--- src/verilog/combo_lane_pkg.sv ---
// constants and decode helpers for the combo lane selector
// assumes a single 200 MHz core clock and straps stable across reset
package combo_lane_pkg;
  localparam int NUM_PORTS = 3;
  localparam int FLEX_W = 2;
  localparam logic [1:0] FLEX_PIN_SELECT = 2'h3;
  localparam logic [1:0] FLEX_FORCE_SATA = 2'h1;
  localparam int CLK_PERIOD_PS = 5000;
  localparam int SETTLE_TIME_NS = 100;
  // least time, so round up to whole cycles
  localparam int SETTLE_CYCLES = (SETTLE_TIME_NS * 1000 + CLK_PERIOD_PS - 1) / CLK_PERIOD_PS;
  localparam int CNT_W = 5;
  localparam logic [CNT_W-1:0] SETTLE_LAST = CNT_W'(SETTLE_CYCLES - 1);
  localparam logic [CNT_W-1:0] CNT_ZERO = 5'h00;
  localparam logic [2:0] PULLUP_RESET = 3'h7;
  localparam logic [2:0] LANE_NATIVE_RESET = 3'h7;
  localparam logic [2:0] ALL_CLEAR = 3'h0;
  localparam logic [2:0] INTERLOCK_OPEN = 3'h7;
  localparam logic [5:0] FLEX_CLEAR = 6'h00;

  function automatic logic is_pin_select(input logic [FLEX_W-1:0] flex);
    return flex == FLEX_PIN_SELECT;
  endfunction : is_pin_select
endpackage : combo_lane_pkg

--- src/verilog/combo_lane_decode.sv ---
// per-port decode of flex strap, polarity strap and sampled pin level
// assumes flex and polarity already held in registers by the caller; pin level arrives unregistered
`timescale 1ns/1ps
module combo_lane_decode
  import combo_lane_pkg::*;
(
  input wire logic [FLEX_W-1:0] flex,
  input wire logic polarity,
  input wire logic pin_level,
  output logic route_sata
);
  always_comb begin
    if (is_pin_select(flex)) begin
      // polarity 0: high means sata; polarity 1 inverts
      route_sata = pin_level ^ polarity;
    end else begin
      // anything but the forced-sata code falls back to pcie
      route_sata = (flex == FLEX_FORCE_SATA);
    end
  end
endmodule : combo_lane_decode

--- src/verilog/combo_lane_select.sv ---
// combo lane sata/pcie selector with sideband pad mode defaults
// assumes straps and pins synchronous to CORE_CLK, no register bus
`timescale 1ns/1ps

// Summary of operation
// - select pin decides sata or pcie only when flex strap is 11b
// - flex strap 11b enables the select pin's internal pull-up
// - polarity 0: pin low gives pcie, pin high gives sata
// - polarity 1: pin low gives sata, pin high gives pcie
// - lane select pins default to native function
// - lamp, sleep and interlock pins default to general purpose, undriven
// - without pin-based choice or other setting the lane goes to pcie
module combo_lane_select
  import combo_lane_pkg::*;
(
  input wire logic CORE_CLK,
  input wire logic RESET_N,
  input wire logic [NUM_PORTS*FLEX_W-1:0] COMBO_PORT_FLEX_STRAP,
  input wire logic [NUM_PORTS-1:0] COMBO_POLARITY_STRAP,
  input wire logic [NUM_PORTS-1:0] LANE_TYPE_SELECT_PIN,
  output logic [NUM_PORTS-1:0] LANE_SELECT_PULLUP_EN,
  output logic [NUM_PORTS-1:0] LANE_SELECT_NATIVE,
  output logic [NUM_PORTS-1:0] LANE_ROUTE_SATA,
  output logic [NUM_PORTS-1:0] LANE_ROUTE_PCIE,
  output logic LANE_ASSIGN_DONE,
  input wire logic LAMP_NATIVE_SEL,
  input wire logic [NUM_PORTS-1:0] SLEEP_NATIVE_SEL,
  input wire logic [NUM_PORTS-1:0] INTERLOCK_NATIVE_SEL,
  input wire logic SATA_ACTIVITY,
  input wire logic [NUM_PORTS-1:0] SATA_DEVICE_SLEEP,
  output logic ACTIVITY_LAMP_OUT_O,
  output logic ACTIVITY_LAMP_OUT_OE,
  output logic [NUM_PORTS-1:0] DEVICE_SLEEP_OUT_O,
  output logic [NUM_PORTS-1:0] DEVICE_SLEEP_OUT_OE,
  input wire logic [NUM_PORTS-1:0] INTERLOCK_SWITCH_INPUT,
  output logic [NUM_PORTS-1:0] INTERLOCK_TO_SATA
);
  typedef enum logic [1:0] {ST_STRAP, ST_SETTLE, ST_SAMPLE, ST_HOLD} seq_state_t;

  seq_state_t state_r;
  logic [CNT_W-1:0] settle_cnt_r;
  logic [NUM_PORTS*FLEX_W-1:0] flex_r;
  logic [NUM_PORTS-1:0] pol_r;
  logic [NUM_PORTS-1:0] pullup_r;
  logic [NUM_PORTS-1:0] route_sata_r;
  logic [NUM_PORTS-1:0] route_sata_nxt;
  logic [NUM_PORTS-1:0] pin_choice;
  logic lamp_native_r;
  logic [NUM_PORTS-1:0] sleep_native_r;
  logic [NUM_PORTS-1:0] interlock_native_r;
  logic lamp_oe_r;
  logic [NUM_PORTS-1:0] sleep_o_r;
  logic [NUM_PORTS-1:0] sleep_oe_r;
  logic [NUM_PORTS-1:0] interlock_r;

  // sampling sequence: straps first, then let the pull-up settle, then the pin
  always_ff @(posedge CORE_CLK or negedge RESET_N) begin
    if (!RESET_N) begin
      state_r <= ST_STRAP;
      settle_cnt_r <= CNT_ZERO;
    end else begin
      unique case (state_r)
        ST_STRAP: begin
          state_r <= ST_SETTLE;
        end
        ST_SETTLE: begin
          if (settle_cnt_r == SETTLE_LAST) begin
            state_r <= ST_SAMPLE;
          end
          settle_cnt_r <= settle_cnt_r + 5'h01;
        end
        ST_SAMPLE: begin
          state_r <= ST_HOLD;
        end
        ST_HOLD: begin
          state_r <= ST_HOLD;
        end
      endcase
    end
  end

  // straps are caught by the clock after release, never by the reset itself
  always_ff @(posedge CORE_CLK or negedge RESET_N) begin
    if (!RESET_N) begin
      flex_r <= FLEX_CLEAR;
      pol_r <= ALL_CLEAR;
    end else if (state_r == ST_STRAP) begin
      flex_r <= COMBO_PORT_FLEX_STRAP;
      pol_r <= COMBO_POLARITY_STRAP;
    end
  end

  // pull-up on during reset so an open pin never floats
  always_ff @(posedge CORE_CLK or negedge RESET_N) begin
    if (!RESET_N) begin
      pullup_r <= PULLUP_RESET;
    end else if (state_r == ST_STRAP) begin
      for (int i = 0; i < NUM_PORTS; i++) begin
        pullup_r[i] <= is_pin_select(COMBO_PORT_FLEX_STRAP[i*FLEX_W +: FLEX_W]);
      end
    end
  end

  for (genvar g = 0; g < NUM_PORTS; g++) begin : g_port
    combo_lane_decode u_decode (
      .flex(flex_r[g*FLEX_W +: FLEX_W]),
      .polarity(pol_r[g]),
      .pin_level(LANE_TYPE_SELECT_PIN[g]),
      .route_sata(route_sata_nxt[g])
    );
    assign pin_choice[g] = is_pin_select(flex_r[g*FLEX_W +: FLEX_W]);
  end

  // pcie until sampled; the single capture is then frozen
  always_ff @(posedge CORE_CLK or negedge RESET_N) begin
    if (!RESET_N) begin
      route_sata_r <= ALL_CLEAR;
    end else if (state_r == ST_SAMPLE) begin
      route_sata_r <= route_sata_nxt;
    end
  end

  // software picks native function for sideband pads; default is gp
  always_ff @(posedge CORE_CLK or negedge RESET_N) begin
    if (!RESET_N) begin
      lamp_native_r <= 1'b0;
      sleep_native_r <= ALL_CLEAR;
      interlock_native_r <= ALL_CLEAR;
    end else begin
      lamp_native_r <= LAMP_NATIVE_SEL;
      sleep_native_r <= SLEEP_NATIVE_SEL;
      interlock_native_r <= INTERLOCK_NATIVE_SEL;
    end
  end

  // pads stay undriven until their native mode is in effect
  always_ff @(posedge CORE_CLK or negedge RESET_N) begin
    if (!RESET_N) begin
      lamp_oe_r <= 1'b0;
      sleep_o_r <= ALL_CLEAR;
      sleep_oe_r <= ALL_CLEAR;
    end else begin
      lamp_oe_r <= lamp_native_r & SATA_ACTIVITY;
      sleep_o_r <= sleep_native_r & SATA_DEVICE_SLEEP;
      sleep_oe_r <= sleep_native_r;
    end
  end

  // interlock reads open unless the pad is native and the lane is sata
  always_ff @(posedge CORE_CLK or negedge RESET_N) begin
    if (!RESET_N) begin
      interlock_r <= INTERLOCK_OPEN;
    end else begin
      for (int i = 0; i < NUM_PORTS; i++) begin
        interlock_r[i] <= (interlock_native_r[i] & route_sata_r[i]) ? INTERLOCK_SWITCH_INPUT[i] : 1'b1;
      end
    end
  end

  assign LANE_SELECT_PULLUP_EN = pullup_r;
  // selection pins never leave native use in this block
  assign LANE_SELECT_NATIVE = LANE_NATIVE_RESET;
  assign LANE_ROUTE_SATA = route_sata_r;
  assign LANE_ROUTE_PCIE = ~route_sata_r;
  assign LANE_ASSIGN_DONE = (state_r == ST_HOLD);
  // open drain: only ever pulls low
  assign ACTIVITY_LAMP_OUT_O = 1'b0;
  assign ACTIVITY_LAMP_OUT_OE = lamp_oe_r;
  assign DEVICE_SLEEP_OUT_O = sleep_o_r;
  assign DEVICE_SLEEP_OUT_OE = sleep_oe_r;
  assign INTERLOCK_TO_SATA = interlock_r;
endmodule : combo_lane_select
--- config.mk ---
export PLATFORM = sky130hd
export DESIGN_NAME = combo_lane_select
export DESIGN_NICKNAME = d
export VERILOG_FILES = /design/src/verilog/combo_lane_pkg.sv /design/src/verilog/combo_lane_decode.sv /design/src/verilog/combo_lane_select.sv
export SDC_FILE = /design/constraint.sdc
export NUM_CORES = 1
export LEC_CHECK = 0
export BUFFER_PORTS_ARGS = -buffer_cell sky130_fd_sc_hd__buf_2
export CAP_MARGIN = 40
export CORE_MARGIN = 8
export CORE_UTILIZATION = 48
export DETAILED_ROUTE_END_ITERATION = 10
export HOLD_SLACK_MARGIN = 0.05
export PLACE_DENSITY = 0.78
export SYNTH_ARGS = -nofsm -noshare
export SYNTH_HDL_FRONTEND = slang
export SYNTH_SLANG_ARGS = --single-unit
--- constraint.sdc ---
create_clock -name CORE_CLK -period 1.97 [get_ports CORE_CLK]
set_clock_uncertainty 0.2 [all_clocks]
set_input_delay 0.197 -clock CORE_CLK [delete_from_list [all_inputs] [get_ports CORE_CLK]]
set_output_delay 0.197 -clock CORE_CLK [all_outputs]
set_load 0.01 [all_outputs]
==> impl_results.md <==
* Status: completed
* Die height at roughly 71 um
* Hold WC Path Type: in2reg
* # IOs at 52
* CP max stage delay at 0.57 ns
* Dpl cells at 183
* Die Area at 5000 um^2
* Tmin final at 1.80 ns
* Final ANT Viol Nets at 0
* Initial Util at 48.6%
* Final hold vios at 0
* Fmax at between 500 and 600 MHz
* Yosys top cell area share at between 50 and 60%
* First-pass GRT wire length at 5.52 mm
* Cell Area, Synth at about 1400 um^2
* Crit Path Class: reg2reg
* Critical Path AT at between 1.5 and 2 ns
* Critical-path cell list: nor2_4, nand3_1, dlygate4sd3_1, nand2_1
* Initial antenna violation count at 0
* Worst Path Required at around 2.1 ns
* CTS root buffer: clkbuf_4
* Met1 GRT Util at approximately 14%
* Post-Synthesis Cells at roughly 110
* Total Nets Final at around 210
* Slew Limit Fails at 0
* RePlAce Congestion at about 0.79
* First-pass detailed-route iteration total at 4
* GR Util met3 at under 10%
* RSZ-0062 raised after global routing: false
* Largest net degree at the start of global routing at 40
* Sequential area share after synthesis at about two thirds
* GR Util met2 at between 20% and 30%
* WP buf/inv at 1
* Top-count cell post-synth: dfrtp_1
* DPL Wire Length at slightly above 2 mm
* Crit path max fanout at 11
* Crit end category: register
* Ant. Diodes at 0
* Synth cell types at 24
* Finished Layout Cells at ~220
* GRT Resource Usage Total at between 10% and 20%
* Final Cell Area at 2030 um^2
* DR DRC count at 0
* Vias in the first global route at between 1000 and 1500
* Synth top cells by count: dfrtp_1, o21ai_0, nand2_1
* Reg-to-reg startpoint: state_r[1]
* Final TNS setup at 0 ns
* Die width at 70.7 um
* DR vias/cell at between 4 and 5
* Via count at about 1100
* PwrDens at ~770 nW/um^2
* Mean post-synth cell area at around 14 um^2
* Total Routed Length at between 3 and 4 mm
* Top delay family on crit path: buffers and inverters
* Lkg Pwr at about 0.97 nW
* H-tree depth at 2
* Syn. warnings at 0
* Slew HR at about 44%
* PnR Total Power at between 1.5 and 2 mW
* Yosys top cell by area: dfrtp_1
* WP depth at 4
* Worst path slowest cell: dlygate4sd3_1
* Critical path origin: state_r[1]
* Clock tree buffer depth at 2
* Core region area at between 2000 and 3000 um^2
* Overflow after GRT at 0
* Top_reg_cell synth: dfrtp_1
* R2r worst-path depth at 4
* PortBufs at 47
* Clock Latency Late Sink at approximately 0.33 ns
* Async S/R FF share, synth at 100%
* CTS tree: done
* FP Rows at 20
* Number of synthesized flops with an enable pin at 0
* Final period utilization at roughly 91%
* Peak VDD IR at about 0.45 mV
* Share of cells above drive strength 1 at a little under two fifths
* Worst Tran Pin Value at ~0.83 ns
* P&R area growth vs syn at 41.4%
* Clock Pin Slew Worst Setup and Hold Paths at around 0.12 ns
* Max_cap viols at 0
* Worst Setup Start Kind: register
* Area after DPL at about 1700 um^2
* GR peak layer: met2
* Final setup violating endpoints at 0
* Post-synthesis sequential element count at 39
* Clock sink count at 39
* Num CTS Buffers at 5
* Routed len/inst at 15.3 um
* Worst hold stages at 4
* Hold Crit Start: LANE_TYPE_SELECT_PIN[1]
* Leading post-synthesis cells by cell area: dfrtp_1, dfstp_2, mux2_2
* Initial DRC count at 64
* FF-to-FF setup slack at 0.17 ns
==> registers in the layout, indices dropped and copies added, names as in the netlist <==
register	count
pol_r	3
settle_cnt_r	5
state_r	2
ACTIVITY_LAMP_OUT_OE	1
INTERLOCK_TO_SATA	3
interlock_native_r	3
DEVICE_SLEEP_OUT_O	3
DEVICE_SLEEP_OUT_OE	3
LANE_SELECT_PULLUP_EN	3
lamp_native_r	1
flex_r	6
sleep_native_r	3
LANE_ROUTE_SATA	3
==> logic make-up after synthesis <==
kind of cell             Yosys count  synth area share (%)
other                              2                 0.523
buffers and inverters             12                  4.97
AO/OA/AOI/OAI                     13                  5.32
adder cells (fa/ha/maj)            1                 0.872
flip-flops                        39                  68.5
multiplexers                       7                  5.75
AND/OR/NAND/NOR                   25                  9.77
XOR/XNOR                           7                  4.27
==> per-stage QoR <==
stage	util [%]	hold WS (ns)	setup WS, ns
floorplan	-	-0.299	0.531
global placement	56.8	0.105	0.450
detailed placement	56.8	0.106	0.403
CTS	68.2	0.0612	0.0723
global route	68.7	0.106	0.0984
finish	68.7	0.122	0.173
==> worst reg2reg max path, stage by stage (launching register included) <==
cell and delay, ns:
dfrtp_1 0.48, nor2_4 0.31, nand3_1 0.13, dlygate4sd3_1 0.57, nand2_1 0.07
==> power by group <==
group          total, mW  switching [mW]  internal (mW)
registers          0.854          0.0151          0.838
logic              0.150          0.0692         0.0811
clock network      0.553           0.253          0.300
==> path summary, 6_finish.rpt <==
| path | end |
|---|---|
| min reg2reg | DEVICE_SLEEP_OUT_OE[0] |
| min in group asynchronous | LANE_ROUTE_SATA[0] |
| max in group asynchronous | ACTIVITY_LAMP_OUT_OE |
| max reg2reg | LANE_SELECT_PULLUP_EN[2] |
| max | LANE_SELECT_PULLUP_EN[2] |
| min | LANE_ROUTE_SATA[1] |
==> per-layer routing <==
metal,routed length [um],vias to the layer above
met4,47,0
met2,1840,36
met1,1220,515
li1,-,495
met5,0,-
met3,219,4
==> area by class of cell <==
class / count / area (um^2)
clock inverter: 2 / 35.0
tap: 33 / 41.3
inverter: 6 / 22.5
fill: 216 / 923
timing repair buffer: 74 / 503
clock buffer: 6 / 51.3
multi-input combinational: 57 / 393
sequential: 39 / 983
==> cells in the final DEF (no fill, tap or decap) <==
cell / netlist / layout
a31o_2: 1 / 1
and2_1: 5 / 5
and2b_1: 1 / 1
buf_2: 0 / 47
buf_4: 5 / 1
bufinv_16: 0 / 1
clkbuf_4: 0 / 5
clkbuf_8: 0 / 1
clkinv_2: 0 / 1
conb_1: 2 / 4
dfrtp_1: 33 / 33
dfstp_2: 6 / 6
dlygate4sd3_1: 0 / 26
ha_1: 1 / 1
inv_1: 6 / 6
mux2_1: 1 / 1
mux2_2: 5 / 5
mux2_4: 1 / 1
nand2_1: 7 / 7
nand3_1: 4 / 4
nand3b_1: 3 / 3
nand4_1: 2 / 2
nor2_4: 0 / 1
nor2b_1: 1 / 1
nor3b_1: 1 / 1
o211ai_1: 3 / 3
o21ai_0: 9 / 9
xnor2_1: 3 / 3
xor2_1: 4 / 4
==> what timing repair did <==
item	in CTS	in global routing
hold buffers	25	1
gates resized for setup	0	1
setup endpoints to repair	0	1
setup buffers	0	0
hold endpoints to repair	59	1
No activity file was read; power rests on OpenSTA's default activity.
